===== src/hdl/timer_oe_pkg.sv =====
package timer_oe_pkg;

  // ****************************************************************
  // Register map, byte addresses on the 32-bit register bus
  // ****************************************************************
  localparam logic [11:0] OFS_ENABLE_LOW = 12'h000;
  localparam logic [11:0] OFS_ENABLE_HIGH = 12'h004;
  localparam logic [11:0] OFS_CAPTURE_CFG = 12'h008;
  localparam logic [11:0] OFS_PIN_STATUS = 12'h00c;

  // ****************************************************************
  // Reset values
  // ****************************************************************
  localparam logic [7:0] RST_ENABLE_LOW = 8'h00;
  localparam logic [7:0] RST_ENABLE_HIGH = 8'h00;
  localparam logic [7:0] RST_CAPTURE_CFG = 8'h00;

  // ****************************************************************
  // Field positions inside an enable register (lsb of each pair)
  // ****************************************************************
  localparam int POS_GENERAL_A = 0;
  localparam int POS_GENERAL_B = 2;
  localparam int POS_DEDICATED_A = 4;
  localparam int POS_DEDICATED_B = 6;

  // Capture-edge pairs inside the capture configuration register
  localparam int POS_EDGE_A = 0;
  localparam int POS_EDGE_B = 2;
  localparam int POS_EDGE_C = 4;
  localparam int POS_EDGE_D = 6;

  // Status register layout
  localparam int POS_STAT_ENABLE = 0;
  localparam int POS_STAT_LEVEL = 8;

  // ****************************************************************
  // Two-bit gate codes
  // ****************************************************************
  localparam logic [1:0] GATE_OFF = 2'b00;
  localparam logic [1:0] GATE_DRIVE_LOW = 2'b01;
  localparam logic [1:0] GATE_DRIVE_HIGH = 2'b10;
  localparam logic [1:0] GATE_UNDEFINED = 2'b11;

  // ****************************************************************
  // Bus responses
  // ****************************************************************
  localparam logic [1:0] RESP_OKAY = 2'b00;
  localparam logic [1:0] RESP_SLVERR = 2'b10;

endpackage : timer_oe_pkg


===== src/hdl/gate_bus_if.sv =====
`timescale 1ns/1ns
`default_nettype none

// Carries the gate settings in and the pin state out of the gate bank
interface gate_bus_if #(
  parameter int N = 8
);
  logic [2*N-1:0] field;
  logic [N-1:0] capture;
  logic [N-1:0] match;
  logic [N-1:0] level;
  logic [N-1:0] enable;

  modport ctrl (
    output field,
    output capture,
    output match,
    input level,
    input enable
  );

  modport bank (
    input field,
    input capture,
    input match,
    output level,
    output enable
  );
endinterface : gate_bus_if

`default_nettype wire


===== src/hdl/compare_output_gate.sv =====
`timescale 1ns/1ns
`default_nettype none

module compare_output_gate (
  input wire logic sys_clk,
  input wire logic arst_n,
  input wire logic [1:0] field,
  input wire logic capture,
  input wire logic match,
  output logic level,
  output logic enable
);

  logic level_reg, level_next;
  logic enable_reg, enable_next;

  // Next pin state from gate code, capture mode and match
  always_comb begin
    level_next = level_reg;
    enable_next = enable_reg;
    if (capture) begin
      enable_next = 1'b0;
    end else begin
      unique case (field)
        timer_oe_pkg::GATE_OFF: begin
          enable_next = 1'b0;
        end
        timer_oe_pkg::GATE_DRIVE_LOW: begin
          enable_next = 1'b1;
          if (match) begin
            level_next = 1'b0;
          end
        end
        timer_oe_pkg::GATE_DRIVE_HIGH: begin
          enable_next = 1'b1;
          if (match) begin
            level_next = 1'b1;
          end
        end
        timer_oe_pkg::GATE_UNDEFINED: begin
          // Code is unspecified; freezing the pin is the least surprising
          level_next = level_reg;
        end
      endcase
    end
  end

  // Pin state registers, disabled and low from reset
  always_ff @(posedge sys_clk or negedge arst_n) begin
    if (!arst_n) begin
      level_reg <= 1'b0;
      enable_reg <= 1'b0;
    end else begin
      level_reg <= level_next;
      enable_reg <= enable_next;
    end
  end

  assign level = level_reg;
  assign enable = enable_reg;

endmodule : compare_output_gate

`default_nettype wire


===== src/hdl/compare_gate_bank.sv =====
`timescale 1ns/1ns
`default_nettype none

module compare_gate_bank #(
  parameter int N = 8
) (
  input wire logic sys_clk,
  input wire logic arst_n,
  gate_bus_if.bank gates
);

  // One gate per compare-match output
  for (genvar i = 0; i < N; i++) begin : g_gate
    compare_output_gate u_gate (
      .sys_clk(sys_clk),
      .arst_n(arst_n),
      .field(gates.field[2*i+1:2*i]),
      .capture(gates.capture[i]),
      .match(gates.match[i]),
      .level(gates.level[i]),
      .enable(gates.enable[i])
    );
  end

endmodule : compare_gate_bank

`default_nettype wire


===== src/hdl/timer_compare_output_enable.sv =====
// Operation
// - Eight-bit read/write enable register, resets to zero
// - First channel has two enable registers
// - Bits 7:6 gate second dedicated compare output
// - Bits 5:4 gate first dedicated compare output
// - Bits 3:2 gate second general register output
// - Bits 1:0 gate first general register output
// - Capture on second general register suppresses output
// - Capture on first general register suppresses output
//
// The implementer's own choices: register access over AXI4-Lite and the register offsets.
`timescale 1ns/1ns
`default_nettype none

module timer_compare_output_enable #(
  parameter int ADDR_W = 12
) (
  input wire logic sys_clk,
  input wire logic arst_n,
  // AXI4-Lite write address
  input wire logic [ADDR_W-1:0] s_axi_awaddr,
  input wire logic [2:0] s_axi_awprot,
  input wire logic s_axi_awvalid,
  output logic s_axi_awready,
  // AXI4-Lite write data
  input wire logic [31:0] s_axi_wdata,
  input wire logic [3:0] s_axi_wstrb,
  input wire logic s_axi_wvalid,
  output logic s_axi_wready,
  // AXI4-Lite write response
  output logic [1:0] s_axi_bresp,
  output logic s_axi_bvalid,
  input wire logic s_axi_bready,
  // AXI4-Lite read address
  input wire logic [ADDR_W-1:0] s_axi_araddr,
  input wire logic [2:0] s_axi_arprot,
  input wire logic s_axi_arvalid,
  output logic s_axi_arready,
  // AXI4-Lite read data
  output logic [31:0] s_axi_rdata,
  output logic [1:0] s_axi_rresp,
  output logic s_axi_rvalid,
  input wire logic s_axi_rready,
  // Compare-match pulses from the counter, same clock
  input wire logic [7:0] cmp_match,
  // Compare output pins
  output logic [7:0] cmp_out_level,
  output logic [7:0] cmp_out_en
);

  // ****************************************************************
  // Write channel state
  // ****************************************************************
  logic aw_hold_reg, aw_hold_next;
  logic [ADDR_W-1:0] aw_addr_reg, aw_addr_next;
  logic w_hold_reg, w_hold_next;
  logic [7:0] w_data_reg, w_data_next;
  logic w_strb_reg, w_strb_next;
  logic awready_reg, awready_next;
  logic wready_reg, wready_next;
  logic bvalid_reg, bvalid_next;
  logic [1:0] bresp_reg, bresp_next;
  logic do_write;

  // ****************************************************************
  // Read channel state
  // ****************************************************************
  logic arready_reg, arready_next;
  logic rvalid_reg, rvalid_next;
  logic [31:0] rdata_reg, rdata_next;
  logic [1:0] rresp_reg, rresp_next;

  // ****************************************************************
  // Software registers
  // ****************************************************************
  logic [7:0] compare_output_enable_low_reg, compare_output_enable_low_next;
  logic [7:0] compare_output_enable_high_reg, compare_output_enable_high_next;
  logic [7:0] capture_cfg_reg, capture_cfg_next;

  gate_bus_if #(.N(8)) gates ();

  // ****************************************************************
  // Address decode
  // ****************************************************************
  logic wr_sel_low, wr_sel_high, wr_sel_cap, wr_sel_stat;
  logic rd_sel_low, rd_sel_high, rd_sel_cap, rd_sel_stat;
  logic [31:0] status_word;

  // Held write address, decoded once for both the store and the response
  always_comb begin
    wr_sel_low = 1'b0;
    wr_sel_high = 1'b0;
    wr_sel_cap = 1'b0;
    wr_sel_stat = 1'b0;
    unique case (aw_addr_reg)
      timer_oe_pkg::OFS_ENABLE_LOW: wr_sel_low = 1'b1;
      timer_oe_pkg::OFS_ENABLE_HIGH: wr_sel_high = 1'b1;
      timer_oe_pkg::OFS_CAPTURE_CFG: wr_sel_cap = 1'b1;
      timer_oe_pkg::OFS_PIN_STATUS: wr_sel_stat = 1'b1;
      default: wr_sel_stat = 1'b0;
    endcase
  end

  // Live read address; the answer is registered at the edge that takes it
  always_comb begin
    rd_sel_low = 1'b0;
    rd_sel_high = 1'b0;
    rd_sel_cap = 1'b0;
    rd_sel_stat = 1'b0;
    unique case (s_axi_araddr)
      timer_oe_pkg::OFS_ENABLE_LOW: rd_sel_low = 1'b1;
      timer_oe_pkg::OFS_ENABLE_HIGH: rd_sel_high = 1'b1;
      timer_oe_pkg::OFS_CAPTURE_CFG: rd_sel_cap = 1'b1;
      timer_oe_pkg::OFS_PIN_STATUS: rd_sel_stat = 1'b1;
      default: rd_sel_stat = 1'b0;
    endcase
  end

  // Status word: drive enables in the low byte, pin levels above them
  always_comb begin
    status_word = 32'h0000_0000;
    status_word[timer_oe_pkg::POS_STAT_ENABLE +: 8] = gates.enable;
    status_word[timer_oe_pkg::POS_STAT_LEVEL +: 8] = gates.level;
  end

  // Address and data are taken independently, in either order
  always_comb begin
    aw_hold_next = aw_hold_reg;
    aw_addr_next = aw_addr_reg;
    w_hold_next = w_hold_reg;
    w_data_next = w_data_reg;
    w_strb_next = w_strb_reg;
    bvalid_next = bvalid_reg;
    bresp_next = bresp_reg;
    do_write = aw_hold_reg && w_hold_reg && !bvalid_reg;
    if (s_axi_awvalid && awready_reg) begin
      aw_hold_next = 1'b1;
      aw_addr_next = s_axi_awaddr;
    end
    if (s_axi_wvalid && wready_reg) begin
      w_hold_next = 1'b1;
      w_data_next = s_axi_wdata[7:0];
      w_strb_next = s_axi_wstrb[0];
    end
    if (do_write) begin
      aw_hold_next = 1'b0;
      w_hold_next = 1'b0;
      bvalid_next = 1'b1;
      if (wr_sel_low || wr_sel_high || wr_sel_cap || wr_sel_stat) begin
        bresp_next = timer_oe_pkg::RESP_OKAY;
      end else begin
        bresp_next = timer_oe_pkg::RESP_SLVERR;
      end
    end else if (bvalid_reg && s_axi_bready) begin
      bvalid_next = 1'b0;
    end
    // A held item blocks its own channel until the response is taken
    awready_next = !aw_hold_next && !bvalid_next;
    wready_next = !w_hold_next && !bvalid_next;
  end

  // Write channel registers
  always_ff @(posedge sys_clk or negedge arst_n) begin
    if (!arst_n) begin
      aw_hold_reg <= 1'b0;
      aw_addr_reg <= '0;
      w_hold_reg <= 1'b0;
      w_data_reg <= 8'h00;
      w_strb_reg <= 1'b0;
      awready_reg <= 1'b0;
      wready_reg <= 1'b0;
      bvalid_reg <= 1'b0;
      bresp_reg <= timer_oe_pkg::RESP_OKAY;
    end else begin
      aw_hold_reg <= aw_hold_next;
      aw_addr_reg <= aw_addr_next;
      w_hold_reg <= w_hold_next;
      w_data_reg <= w_data_next;
      w_strb_reg <= w_strb_next;
      awready_reg <= awready_next;
      wready_reg <= wready_next;
      bvalid_reg <= bvalid_next;
      bresp_reg <= bresp_next;
    end
  end

  // Register updates; only byte lane 0 carries data, status is read-only
  always_comb begin
    compare_output_enable_low_next = compare_output_enable_low_reg;
    compare_output_enable_high_next = compare_output_enable_high_reg;
    capture_cfg_next = capture_cfg_reg;
    if (do_write && w_strb_reg) begin
      if (wr_sel_low) begin
        compare_output_enable_low_next = w_data_reg;
      end
      if (wr_sel_high) begin
        compare_output_enable_high_next = w_data_reg;
      end
      if (wr_sel_cap) begin
        capture_cfg_next = w_data_reg;
      end
    end
  end

  // All gates start disabled because every field clears at reset
  always_ff @(posedge sys_clk or negedge arst_n) begin
    if (!arst_n) begin
      compare_output_enable_low_reg <= timer_oe_pkg::RST_ENABLE_LOW;
      compare_output_enable_high_reg <= timer_oe_pkg::RST_ENABLE_HIGH;
      capture_cfg_reg <= timer_oe_pkg::RST_CAPTURE_CFG;
    end else begin
      compare_output_enable_low_reg <= compare_output_enable_low_next;
      compare_output_enable_high_reg <= compare_output_enable_high_next;
      capture_cfg_reg <= capture_cfg_next;
    end
  end

  // Read path: one request at a time, data one cycle after the address
  always_comb begin
    rvalid_next = rvalid_reg;
    rdata_next = rdata_reg;
    rresp_next = rresp_reg;
    if (s_axi_arvalid && arready_reg) begin
      rvalid_next = 1'b1;
      rdata_next = 32'h0000_0000;
      rresp_next = timer_oe_pkg::RESP_OKAY;
      if (rd_sel_low) begin
        rdata_next[7:0] = compare_output_enable_low_reg;
      end else if (rd_sel_high) begin
        rdata_next[7:0] = compare_output_enable_high_reg;
      end else if (rd_sel_cap) begin
        rdata_next[7:0] = capture_cfg_reg;
      end else if (rd_sel_stat) begin
        rdata_next = status_word;
      end else begin
        rresp_next = timer_oe_pkg::RESP_SLVERR;
      end
    end else if (rvalid_reg && s_axi_rready) begin
      rvalid_next = 1'b0;
    end
    arready_next = !rvalid_next;
  end

  // Read channel registers
  always_ff @(posedge sys_clk or negedge arst_n) begin
    if (!arst_n) begin
      arready_reg <= 1'b0;
      rvalid_reg <= 1'b0;
      rdata_reg <= 32'h0000_0000;
      rresp_reg <= timer_oe_pkg::RESP_OKAY;
    end else begin
      arready_reg <= arready_next;
      rvalid_reg <= rvalid_next;
      rdata_reg <= rdata_next;
      rresp_reg <= rresp_next;
    end
  end

  // ****************************************************************
  // Gate wiring
  // ****************************************************************
  // Gates 0..3 from the low register, 4..7 from the high register
  assign gates.field[1:0] = compare_output_enable_low_reg[timer_oe_pkg::POS_GENERAL_A +: 2];
  assign gates.field[3:2] = compare_output_enable_low_reg[timer_oe_pkg::POS_GENERAL_B +: 2];
  assign gates.field[5:4] = compare_output_enable_low_reg[timer_oe_pkg::POS_DEDICATED_A +: 2];
  assign gates.field[7:6] = compare_output_enable_low_reg[timer_oe_pkg::POS_DEDICATED_B +: 2];
  assign gates.field[15:8] = compare_output_enable_high_reg;

  // Any nonzero edge select puts a general register in capture mode
  assign gates.capture[0] = |capture_cfg_reg[timer_oe_pkg::POS_EDGE_A +: 2];
  assign gates.capture[1] = |capture_cfg_reg[timer_oe_pkg::POS_EDGE_B +: 2];
  assign gates.capture[3:2] = 2'b00; // Dedicated registers never capture
  assign gates.capture[4] = |capture_cfg_reg[timer_oe_pkg::POS_EDGE_C +: 2];
  assign gates.capture[5] = |capture_cfg_reg[timer_oe_pkg::POS_EDGE_D +: 2];
  assign gates.capture[7:6] = 2'b00;
  assign gates.match = cmp_match;

  // Gate bank holds the pin flip-flops
  compare_gate_bank #(.N(8)) u_bank (
    .sys_clk(sys_clk),
    .arst_n(arst_n),
    .gates(gates.bank)
  );

  // ****************************************************************
  // Outputs, each straight from a flip-flop
  // ****************************************************************
  // Write channel
  assign s_axi_awready = awready_reg;
  assign s_axi_wready = wready_reg;
  assign s_axi_bvalid = bvalid_reg;
  assign s_axi_bresp = bresp_reg;

  // Read channel
  assign s_axi_arready = arready_reg;
  assign s_axi_rvalid = rvalid_reg;
  assign s_axi_rdata = rdata_reg;
  assign s_axi_rresp = rresp_reg;

  // Pins come straight from the gate flip-flops
  assign cmp_out_level = gates.level;
  assign cmp_out_en = gates.enable;

endmodule : timer_compare_output_enable

`default_nettype wire


===== config.mk =====
export PLATFORM = sky130hd
export DESIGN_NAME = timer_compare_output_enable
export DESIGN_NICKNAME = d
export VERILOG_FILES = /design/src/hdl/timer_oe_pkg.sv /design/src/hdl/gate_bus_if.sv /design/src/hdl/compare_output_gate.sv /design/src/hdl/compare_gate_bank.sv /design/src/hdl/timer_compare_output_enable.sv
export SDC_FILE = /design/constraint.sdc
export NUM_CORES = 1
export LEC_CHECK = 0
export ABC_AREA = 1
export BUFFER_PORTS_ARGS = -buffer_cell sky130_fd_sc_hd__buf_2
export CORE_MARGIN = 2
export CORE_UTILIZATION = 56
export DETAILED_ROUTE_END_ITERATION = 7
export GPL_TIMING_DRIVEN = 0
export PLACE_DENSITY = 0.88
export SKIP_CTS_REPAIR_TIMING = 1
export SLEW_MARGIN = 5
export SYNTH_ARGS = -nofsm -noshare
export SYNTH_HDL_FRONTEND = slang
export SYNTH_SLANG_ARGS = --single-unit

===== constraint.sdc =====
create_clock -name sys_clk -period 1.85 [get_ports sys_clk]
set_input_delay 0.0925 -clock sys_clk [delete_from_list [all_inputs] [get_ports sys_clk]]
set_output_delay 0.0925 -clock sys_clk [all_outputs]
set_load 0.01 [all_outputs]

* After elaboration in Yosys (flattened, before gate mapping)
Cells that the tools add are included.
** Cells by class
- Eq/ne operators :: 38
- Multiplexer cells :: 64
- Bitwise operators :: 4
- Reductions and logical operators :: 67
** Operators by type and width (number)
- == test 12 x 4 -> 1 bit, second input constant :: 4
- 2-to-1 mux 8 bit :: 5
- 2-to-1 mux 1 bit :: 36
- inequality test 2 bit, second input constant :: 16
- one-hot mux 1 bit (2 select lines) :: 16
- == test 12 x 3 -> 1 bit, second input constant :: 2
- zero test 12 bit :: 2
- 2-to-1 mux 24 bit :: 1
- nonzero test 2 bit :: 12
- OR reduction 2 bit :: 12
- == test 2 x 1 -> 1 bit, second input constant :: 8
- == test 2 bit, second input constant :: 8
- zero test 2 bit :: 8
- 2-to-1 mux 16 bit :: 1
- AND reduction 4 bit :: 4
- AND reduction 3 bit :: 4
- nonzero test 3 bit :: 4
- logical AND 1 bit :: 10
- 2-to-1 mux 2 bit :: 5
- AND reduction 2 bit :: 3
- zero test 1 bit :: 5
- inverter 1 bit :: 4
- logical OR 1 bit :: 3
** Storage, ports and cells
- Flip-flop bits (word level) :: 104
- Bits of input ports :: 81
- Output and inout port bits :: 57
- Word-level logic and storage cells :: 205

* Depth between registers and ports, before layout
Gate-level depths: netlist of the first run.
- Depth in word-level cells :: 6
- Mapped depth :: 9
- Depth with buffers taken out :: 8

* Modules after synthesis
A second synthesis of the first run with hierarchy kept.
** Second synthesis, totals
- Cell total of the unflattened synthesis :: 536
- Area total of the unflattened synthesis :: 4526.8 µm²
** Modules (own cells, without submodules)
- timer_compare_output_enable :: instances 1, cells an instance 360, area an instance 3265.6 µm², seq. area each 1751.7 µm²
- compare_output_gate :: instances 8, cells an instance 22, area an instance 157.7 µm², seq. area each 50.0 µm²

* Worst setup path before layout of the first run
OpenSTA, ideal clock, no wires.
- Path kind :: register to register
- Start point :: register bvalid_reg, in the netlist s_axi_bvalid
- End point :: register capture_cfg_reg[6]
- Library setup time :: 0.121 ns
- Arrival time :: 1.152 ns
- Data required time :: 1.729 ns
- Path slack :: 0.577 ns
- Stages on the path, launching flop included :: 8
- Path buffers :: 1
- Path through :: dfrtp_1 inv_1 nand3_2 nor2_4 nand3_2 buf_6 nand2_1 o21ai_2
** On the way
- Word-level cells in the longest chain between the ends :: 4
** RTL lines
- from (decl) :: RTL line timer_compare_output_enable.sv:61 : logic bvalid_reg, bvalid_next;
- from (signal assigned) :: RTL line timer_compare_output_enable.sv:182 : bvalid_reg <= bvalid_next;
- zero test 1 bit :: RTL line timer_compare_output_enable.sv:135 : do_write = aw_hold_reg && w_hold_reg && !bvalid_reg;
- logical AND 1 bit :: RTL line timer_compare_output_enable.sv:135
- logical AND 1 bit :: RTL line timer_compare_output_enable.sv:192 : if (do_write && w_strb_reg) begin
- AND reduction 2 bit (no source line)
- to (signal assigned) :: RTL line timer_compare_output_enable.sv:210 : capture_cfg_reg <= timer_oe_pkg::RST_CAPTURE_CFG;
- to (signal assigned) :: RTL line timer_compare_output_enable.sv:214 : capture_cfg_reg <= capture_cfg_next;
- to (decl) :: RTL line timer_compare_output_enable.sv:78 : logic [7:0] capture_cfg_reg, capture_cfg_next;
No other way between the ends.
A chain may end at the register's enable or synchronous reset.

* Worst setup path after layout of the first run
- Start point :: register aw_addr_reg[11]
- End point :: register compare_output_enable_low_reg[6]
** On the way
- Word-level cells in the longest chain between the ends :: 3
** RTL lines
- from (decl) :: RTL line timer_compare_output_enable.sv:55 : logic [ADDR_W-1:0] aw_addr_reg, aw_addr_next;
- from (signal assigned) :: RTL line timer_compare_output_enable.sv:176 : aw_addr_reg <= aw_addr_next;
- zero test 12 bit :: RTL line timer_compare_output_enable.sv:95 : unique case (aw_addr_reg)
- 2-to-1 mux 1 bit :: RTL line timer_compare_output_enable.sv:95
- AND reduction 2 bit (no source line)
- to (signal assigned) :: RTL line timer_compare_output_enable.sv:208 : compare_output_enable_low_reg <= timer_oe_pkg::RST_ENABLE_LOW;
- to (signal assigned) :: RTL line timer_compare_output_enable.sv:212 : compare_output_enable_low_reg <= compare_output_enable_low_next;
- to (decl) :: RTL line timer_compare_output_enable.sv:76 : logic [7:0] compare_output_enable_low_reg, compare_output_enable_low_next;
No other way between the ends.

==> results of run 1 <==
==> per-stage QoR <==
step	util	power, µW	cells	hold slack (ns)	area, µm²
6_report	0.716	5320	751	-0.0259	5530
5_1_grt	0.716	5670	751	0.00660	5530
4_1_cts	0.683	5300	726	-0.343	5280
3_5_place_dp	0.660	4070	710	0.0515	5100
3_3_place_gp	0.656	3960	709	0.287	5070
2_1_floorplan	-	3540	521	-0.203	4510
==> power breakdown <==
| group | switching (µW) | leakage [µW] | internal (µW) |
|---|---|---|---|
| Combinational | 920 | 0.00172 | 606 |
| Sequential | 267 | 0.00114 | 2290 |
| Clock | 705 | 0.0000772 | 528 |
==> Yosys cell counts (2+ instances only) <==
cell type  count
nor3_1         4
o31ai_1        3
a21oi_1        7
nor2_2         5
buf_2          2
ha_1          24
dfrtp_1       86
o211ai_1       3
buf_6          4
nand3_1       38
nor2_1        32
buf_4         36
o21ai_2       24
nand2_1      127
nand3_2        4
a22o_1         4
clkbuf_1       4
nand2_2        3
inv_1         51
o21ai_0       34
nor2_4         2
==> cells by family (layout without fill, tap and decap cells) <==
family	after synthesis	in the layout
other	1	18
adder cells (fa/ha/maj)	24	24
AO/OA/AOI/OAI	76	76
flip-flops	86	86
multiplexers	1	1
AND/OR/NAND/NOR	217	217
buffers and inverters	99	227
==> metal layers <==
layer | GRT usage | share of wire
met5 | 0 | 0
met4 | 0.0944 | 0.013
met3 | 0.0363 | 0.062
met2 | 0.408 | 0.51
met1 | 0.303 | 0.41
==> worst max path at each step <==
stage / start / endpoint / slack, ns / depth (start not counted)
final: aw_addr_reg[11] / compare_output_enable_low_reg[6] / 0.44 / 7
after global placement: arst_n / aw_addr_reg[6] / 0.03 / 1
after detailed placement: s_axi_bvalid / compare_output_enable_low_reg[5] / 0.45 / 7
after CTS: s_axi_bvalid / capture_cfg_reg[7] / 0.44 / 7
after global routing: s_axi_bvalid / capture_cfg_reg[7] / 0.31 / 7
after floorplan: s_axi_bvalid / capture_cfg_reg[6] / 0.58 / 7
==> final cells by class <==
class,count,share of cell area
sequential,86,0.389
multi-input combinational,336,0.329
timing repair buffer,112,0.128
buffer,46,0.0615
inverter,53,0.0360
clock buffer,10,0.0249
tap,102,0.0231
clock inverter,6,0.00837
==> critical path: cells and delay by family (launching register included) <==
family	cells	cell delay, ns
and+or+nand+nor	5	0.65
DFF	1	0.38
buffers and inverters	1	0.22
AOI/OAI and AO/OA	1	0.05
==> out/metrics.csv, run 1 <==
metric,value,unit
synth-compound-area-share,0.113,
muxShareOfSynthArea,0.00225,
period_share,0.760,
synth_edf_count,0,
cp_slowest_stage_delay,0.38,ns
r2r_end,compare_output_enable_low_reg[6],
yosys.area_share.simple,0.211,
path_max_fanout,10,
drt-pass1-iter-count,6,
grt_pass1_vias,3489,
grt_usage,0.237,
ys.flop_type,dfrtp_1,
cts_buffer_depth,2,
grt_antenna_before_repair,0,
synth_top_area_frac,0.484,
ir_worst_vdd,0.732,mV
ys_seq_area_frac,0.484,
die_w,93.1,µm
path_clk_slew,0.09,ns
crit_arrival,1.66,ns
hold_ws,-0.0259,ns
crit_top_cell,nor2_1,
largest_reg_flops,16,
synth_cells,504,
dpl_worst_slack,0.452,ns
port_buffers,86,
max_freq,711,MHz
grt_max_degree,58,
syn2layout_area_growth,24.4,%
ys_warn_count,0,
yosys.area_share.adder,0.0675,
path_class,flop to flop,
drc,0,
fp.dieArea,0.00867,mm²
drt_wl_total,10200,µm
die_y,93.1,µm
leakage,0.00294,µW
clk_latency,0.36,ns
n_antenna_cell,0,
cts_sinks,86,
power_density,962,mW/mm²
yosysUniqueCellTypes,28,
worst_setup_path_end_kind,flop,
violations,negative hold slack,
vias,3735,
post-dp-hpwl,7380,µm
rows,32,
cts_tree,done,
regArea,0.00215,mm²
wl_per_cell,13.6,µm
maxCapViolations,0,
syn_area,0.00445,mm²
drive_gt1_frac,0.285,
synth_area_per_cell,8.82,µm²
core,0.00773,mm²
synth_area_leaders,"dfrtp_1, nand2_1, ha_1, buf_4, o21ai_2",
slew_viol_final,0,
timing.reg2reg.setup_slack,0.44,ns
cts_root_buffer,clkbuf_8,
synth_xor_area_frac,0,
setup_tns,0,ns
setup_viol,0,
cpMaxStageDelayCell,dfrtp_1,
fillers,562,
layout_commonest_cell,nand2_1,
crit_chain,nor2_1 > nand3_1 > nor2_1 > nand3_2 > buf_6 > nand2_2 > o21ai_2,
io_pins,138,
async_flop_share,1.00,
r2r_start,aw_addr_reg[11],
cp-start-kind,flop,
yosys.area.top_type,dfrtp_1,
gp_congestion,0.903,
cts_max_level,3,
overflow,0,
hold_start,s_axi_awaddr[3],
final_nets,749,
worstPathRequired,2.10,ns
period_minus_slack,1.41,ns
layout_common_cells,"nand2_1, buf_2, dfrtp_1",
start_util,0.575,
cts_inserted_buffers,9,
ant_nets,0,
status,finished with violations,
avgViaCountPerCell,4.97,
drt_iter0_drc,199,
skew,0.00876,ns
worstHoldEndpoint,aw_addr_reg[3],
setup_ws,0.444,ns
reg2regPathDepth,7,
grt_pass1_wl,16100,µm
hold_violations,2,
hp-class,primary input to flop,
multiInputGateArea,0.00182,mm²
synth_top_family_by_area,simple AND/OR/NAND/NOR gates,
synth_seq_cells,86,
min_path_cells,3,
rsz0062_at_grt,false,
No activity file was read; power rests on OpenSTA's default activity.
==> run 2, diff against run 1 <==
--- a/config.mk
+++ b/config.mk
@@ -8,10 +8,10 @@
 export ABC_AREA = 1
 export BUFFER_PORTS_ARGS = -buffer_cell sky130_fd_sc_hd__buf_2
 export CORE_MARGIN = 2
-export CORE_UTILIZATION = 56
+export CORE_UTILIZATION = 52
 export DETAILED_ROUTE_END_ITERATION = 7
 export GPL_TIMING_DRIVEN = 0
-export PLACE_DENSITY = 0.88
+export PLACE_DENSITY = 0.83
 export SKIP_CTS_REPAIR_TIMING = 1
 export SLEW_MARGIN = 5
 export SYNTH_ARGS = -nofsm -noshare
==> constraint.sdc (replaced) <==
create_clock -name sys_clk -period 1.3 [get_ports sys_clk]
set_input_delay 0.065 -clock sys_clk [delete_from_list [all_inputs] [get_ports sys_clk]]
set_output_delay 0.065 -clock sys_clk [all_outputs]
set_load 0.01 [all_outputs]
==> out/metrics.csv, run 2 (synthesis gave the netlist of run 1 again) <==
metric,value,unit,change
status,finished with violations,,
violations,negative setup slack,,
syn2layout_area_growth,32.6,%,
final_cells,773,,+2.9%
layout_commonest_cell,nand2_1,,
fillers,639,,+14%
reg2regPathDepth,7,,unchanged
worstPathRequired,1.55,ns,-0.55 ns
core,0.00826,mm²,+6.9%
use_met1,0.279,,-0.0237
worstHoldEndpoint,u_bank.g_gate[1].u_gate.level,,
grt_antenna_before_repair,0,,unchanged
path_max_fanout,5,,-5
clk_latency,0.36,ns,about the same
power_density,1340,mW/mm²,+40%
fp.dieArea,0.00930,mm²,+7.4%
ir_worst_vdd,0.995,mV,+36%
die_y,96.5,µm,+3.6%
largest_reg_flops,16,,unchanged
r2r_end,compare_output_enable_low_reg[7],,
cts_inserted_buffers,9,,unchanged
r2r_start,aw_addr_reg[10],,
comb_power_share,0.318,,+0.031
setup_ws,-0.0757,ns,-0.520 ns
final_nets,769,,+2.7%
min_path_cells,4,,+1
drt_wl_total,11000,µm,+8.5%
hp-class,primary input to flop,,
p_int,5030,µW,+47%
dpl_worst_slack,-0.137,ns,-0.589 ns
cpMaxStageDelayCell,dfrtp_1,,
grt_usage,0.223,,-0.0141
seq_power_share,0.463,,-0.018
drt-pass1-iter-count,8,,+2
post-dp-hpwl,7520,µm,+1.8%
drive_gt1_frac,0.365,,+0.0802
grt_max_degree,58,,unchanged
totalPowerFinal,7910,µW,+49%
period_share,1.06,,+0.298
top_usage_layer,met2,,
setup_tns,-0.852,ns,-0.852 ns
grt_pass1_vias,3483,,-0.17%
port_buffers,86,,unchanged
setup_viol,23,,+23
n_antenna_cell,0,,unchanged
path_class,flop to flop,,
dp.cells,713,,+0.42%
drc,0,,unchanged
slew_viol_final,0,,unchanged
layout_common_cells,"nand2_1, buf_2, dfrtp_1",,
leakage,0.00307,µW,+4.6%
grt_pass1_wl,15800,µm,-1.6%
die_w,96.5,µm,+3.6%
grtUsageMet3,0.0427,,+0.00641
crit_chain,nor2_2 > nand3_2 > nor2_4 > nand3_4 > buf_4 > nand2_1 > o21ai_2,,
gp_congestion,0.878,,-2.8%
switchingPower,2880,µW,+52%
path_clk_slew,0.09,ns,about the same
cts_root_buffer,clkbuf_8,,
worst_setup_path_end_kind,flop,,
rows,33,,+3.1%
cts_sinks,86,,unchanged
ant_nets,0,,unchanged
cts_tree,done,,
hold_start,cmp_match[1],,
max_freq,727,MHz,+2.2%
start_util,0.538,,-0.0370
maxCapViolations,0,,unchanged
skew,0.0127,ns,+0.00397 ns
overflow,0,,unchanged
io_pins,138,,unchanged
rsz0062_at_grt,true,,
pwr-share-clk,0.219,,-0.013
crit_arrival,1.62,ns,-0.04 ns
swShare,0.364,,+0.00849
vias,3903,,+4.5%
period_minus_slack,1.38,ns,-0.0305 ns
wl_per_cell,14.3,µm,+5.4%
cp-start-kind,flop,,
cts_buffer_depth,2,,unchanged
cp_slowest_stage_delay,0.40,ns,+0.02 ns
avgViaCountPerCell,5.05,,+1.5%
drt_iter0_drc,160,,-20%
cts_max_level,3,,unchanged
grtUsageMet2,0.384,,-0.0239
timing.reg2reg.setup_slack,-0.08,ns,-0.52 ns
hold_violations,0,,-2
==> run 2: changes by cell type in the layout (fill, tap and decap cells not counted), sizes merged <==
cell and delta:
buf +18, clkbuf -1, clkinv +3, clkinvlp -4
dlygate4sd3 +3
==> run 2: worst max path at each step <==
stage	startpoint	slack, ns	cells after the start	end
6_report	aw_addr_reg[10]	-0.08	7	compare_output_enable_low_reg[7]
5_1_grt	aw_addr_reg[10]	-0.16	7	compare_output_enable_low_reg[5]
4_1_cts	aw_addr_reg[1]	-0.16	7	compare_output_enable_low_reg[5]
3_5_place_dp	aw_addr_reg[1]	-0.14	7	compare_output_enable_low_reg[5]
3_3_place_gp	arst_n	-0.48	1	w_data_reg[3]
2_1_floorplan	s_axi_bvalid	0.03	7	capture_cfg_reg[6]
==> run 2: cell type report <==
type	instances	area, µm²	area share
Timing Repair Buffer	132	883	0.150
Clock inverter	5	35.0	0.00594
Inverter	53	201	0.0342
Multi-Input combinational cell	336	1990	0.338
Tap cell	105	131	0.0223
Sequential cell	86	2160	0.366
Buffer	46	353	0.0599
Clock buffer	10	138	0.0234
==> run 2: layer usage <==
layer / routed length [µm] / part of all wire
met2: 5750 / 0.52
met3: 710 / 0.064
met4: 203 / 0.018
met5: 0 / 0
met1: 4390 / 0.40
==> run 2: power groups by stage <==
stage	Sequential [µW]	Combinational, µW	Clock (µW)
2_1_floorplan	3620	1430	0
3_3_place_gp	3650	2000	0
3_5_place_dp	3680	2090	0
4_1_cts	3630	2110	1730
5_1_grt	3730	2820	1860
6_report	3660	2510	1740
==> run 2: metrics by stage <==
| stage | cell area (µm²) | hold slack, ns | utilization |
|---|---|---|---|
| CTS | 5270 | -0.375 | 0.639 |
| floorplan | 4510 | -0.231 | - |
| detailed placement | 5100 | 0.0215 | 0.618 |
| finish | 5890 | 0.0751 | 0.714 |
| global route | 5890 | 0.0945 | 0.714 |
| global placement | 5070 | 0.259 | 0.614 |
==> run 2: critical path, delay by kind of cell, from the launching register on <==
family,cells,cell delay (ns)
simple gates,5,0.65
flops,1,0.40
buf+inv,1,0.16
compound gates,1,0.06
==> run 3, diff against run 2 <==
--- a/config.mk
+++ b/config.mk
@@ -5,13 +5,12 @@
 export SDC_FILE = /design/constraint.sdc
 export NUM_CORES = 1
 export LEC_CHECK = 0
-export ABC_AREA = 1
 export BUFFER_PORTS_ARGS = -buffer_cell sky130_fd_sc_hd__buf_2
 export CORE_MARGIN = 2
-export CORE_UTILIZATION = 52
+export CORE_UTILIZATION = 51
 export DETAILED_ROUTE_END_ITERATION = 7
 export GPL_TIMING_DRIVEN = 0
-export PLACE_DENSITY = 0.83
+export PLACE_DENSITY = 0.82
 export SKIP_CTS_REPAIR_TIMING = 1
 export SLEW_MARGIN = 5
 export SYNTH_ARGS = -nofsm -noshare
==> out/metrics.csv, run 3 <==
metric,value,unit,change
post-dp-hpwl,6160,µm,-18%
totalPowerFinal,7310,µW,-7.6%
synth_top_area_frac,0.513,,+0.0284
async_flop_share,1.00,,unchanged
yosysUniqueCellTypes,32,,+14%
die_w,94.7,µm,-1.8%
timing.reg2reg.setup_slack,-0.68,ns,-0.61 ns
stdcell_area,0.00572,mm²,-2.9%
cp-start-kind,flop,,
cts_max_level,3,,unchanged
max_freq,504,MHz,-31%
crit_chain,or4_4 > buf_6 > nor4_4 > buf_6 > mux2_4,,
vias,3101,,-21%
finalCoreUtilization,0.707,,-0.00677
hold_start,cmp_match[0],,
fp.dieArea,0.00898,mm²,-3.5%
grt_pass1_vias,2856,,-18%
skew,0.0108,ns,-0.00192 ns
hold_violations,1,,+1
synth_seq_cells,86,,unchanged
grt_usage,0.193,,-0.0305
period_share,1.53,,+0.468
reg2regPathDepth,5,,-2
worst-path-stages,5,,-2
dp.cells,559,,-22%
overflow,0,,unchanged
cts_tree,done,,
violations,"negative hold slack, negative setup slack",,
crit_top_cell,buf_6,,
syn_area,0.00420,mm²,-5.5%
rows,33,,unchanged
cts_sinks,86,,unchanged
setup_viol,25,,+8.7%
io_pins,138,,unchanged
n_antenna_cell,0,,unchanged
tightest_slew,0.512,ns,
slew_viol_final,0,,unchanged
cts_inserted_buffers,9,,unchanged
r2r_end,capture_cfg_reg[6],,
cts_buffer_depth,2,,unchanged
yosys.area.top_type,dfrtp_1,,
hold_ws,-0.0111,ns,-0.0862 ns
wl_per_cell,14.9,µm,+4.0%
layout_common_cells,"dfrtp_1, buf_2, buf_4",,
final_nets,619,,-20%
worst_setup_path_end_kind,flop,,
ys_warn_count,0,,unchanged
worstSetupStartpoint,aw_addr_reg[4],,
largest_reg_flops,16,,unchanged
ant_nets,0,,unchanged
synth_commonest_cells,"dfrtp_1, mux2_2, inv_1, buf_4, nand2_1",,
drive_gt1_frac,0.459,,+0.0933
period_minus_slack,1.98,ns,+0.609 ns
crit_arrival,2.23,ns,+0.61 ns
avgViaCountPerCell,4.97,,-1.6%
layout_commonest_cell,dfrtp_1,,
die_y,94.7,µm,-1.8%
ys.flop_type,dfrtp_1,,
synth_cells,352,,-30%
grt_antenna_before_repair,0,,unchanged
port_buffers,84,,-2.3%
r2r_start,aw_addr_reg[4],,
path_clk_slew,0.08,ns,about the same
status,finished with violations,,
maxSlewHeadroom,0.658,,
clk_latency,0.36,ns,about the same
worstSetupEndpoint,capture_cfg_reg[6],,
final_cells,624,,-19%
synth_area_leaders,"dfrtp_1, mux2_2, ha_1, buf_4, mux4_2",,
cp_num_buf_inv,2,,+1
gp_congestion,0.807,,-8.1%
start_util,0.519,,-0.0195
synth_edf_count,0,,unchanged
hp-class,primary input to flop,,
cp_slowest_stage_delay,0.53,ns,+0.13 ns
synth.most_common_cell,dfrtp_1,,
ys_seq_area_frac,0.513,,+0.0284
grt_max_degree,62,,+6.9%
synth_area_per_cell,11.9,µm²,+35%
cp_top_family,simple AND/OR/NAND/NOR gates,,
path_class,flop to flop,,
worstPathRequired,1.54,ns,about the same
grt_pass1_wl,13200,µm,-17%
setup_ws,-0.684,ns,-0.609 ns
cpMaxStageDelayCell,or4_4,,
drt_iter0_drc,112,,-30%
core,0.00809,mm²,-2.0%
leakage,0.00289,µW,-5.9%
drt_wl_total,9280,µm,-16%
path_max_fanout,8,,+3
drc,0,,unchanged
drt-pass1-iter-count,4,,-4
ir_worst_vdd,1.19,mV,+19%
power_density,1280,mW/mm²,-4.8%
rsz0062_at_grt,true,,
syn2layout_area_growth,36.2,%,
place_area,0.00487,mm²,-4.6%
cts_root_buffer,clkbuf_8,,
maxCapViolations,0,,unchanged
==> run 3: cell types whose count changed in the layout (fill, tap and decap cells not counted), moves of 14 or more <==
cell | previous run | this run
nand2_2 | 15 | 1
o21ai_2 | 24 | 0
o21ai_0 | 34 | 19
mux2_2 | 0 | 26
nand2_1 | 112 | 25
mux2_4 | 0 | 18
nor2_1 | 26 | 3
nand3_1 | 37 | 8
==> run 3: worst min-delay path by stage <==
stage	end	cells past startpoint
CTS	aw_addr_reg[2]	1
floorplan	aw_addr_reg[0]	0
global route	u_bank.g_gate[4].u_gate.level	3
finish	u_bank.g_gate[0].u_gate.level	3
global placement	s_axi_rvalid	2
detailed placement	w_data_reg[6]	1
==> run 3: cells by family after synthesis <==
kind of cell,share of synthesized area
compound gates,0.0587
fa+ha+maj,0.0715
buf+inv,0.102
flops,0.513
mux,0.166
other cells,0.000893
simple gates,0.0888
==> run 3: layout make-up <==
cell class	count	area (µm²)
Fill cell	574	2370
Multi-Input combinational cell	204	1870
Sequential cell	86	2150
Inverter	36	135
Clock buffer	10	128
Tap cell	105	131
Timing Repair Buffer	135	907
Clock inverter	6	86.3
Buffer	42	307
==> run 3: stage by stage <==
step	TNS, ns	worst slack (ns)
after global placement	-65.74	-0.927
final	-16.07	-0.684
after detailed placement	-23.87	-0.957
after global routing	-17.37	-0.738
after floorplan	-16.60	-0.688
after CTS	-23.99	-0.979
==> run 3: worst reg2reg max path: cells and delay by family (launching register included) <==
family        cells  cell delay, ns
mux               1            0.32
flops             1            0.39
buf+inv           2            0.36
simple gates      2            0.80
==> run 3: layer usage <==
metal / up-vias / routed length [µm] / GRT usage
met5: - / 0 / 0
met2: 112 / 4770 / 0.316
met4: 0 / 205 / 0.0918
met3: 20 / 552 / 0.0463
li1: 1477 / - / -
met1: 1492 / 3750 / 0.241
==> run 3: report_power, final <==
part           internal (µW)  switching [µW]
Sequential              3190             459
Combinational            941             695
Clock                   1080             949
Total                   5210            2100
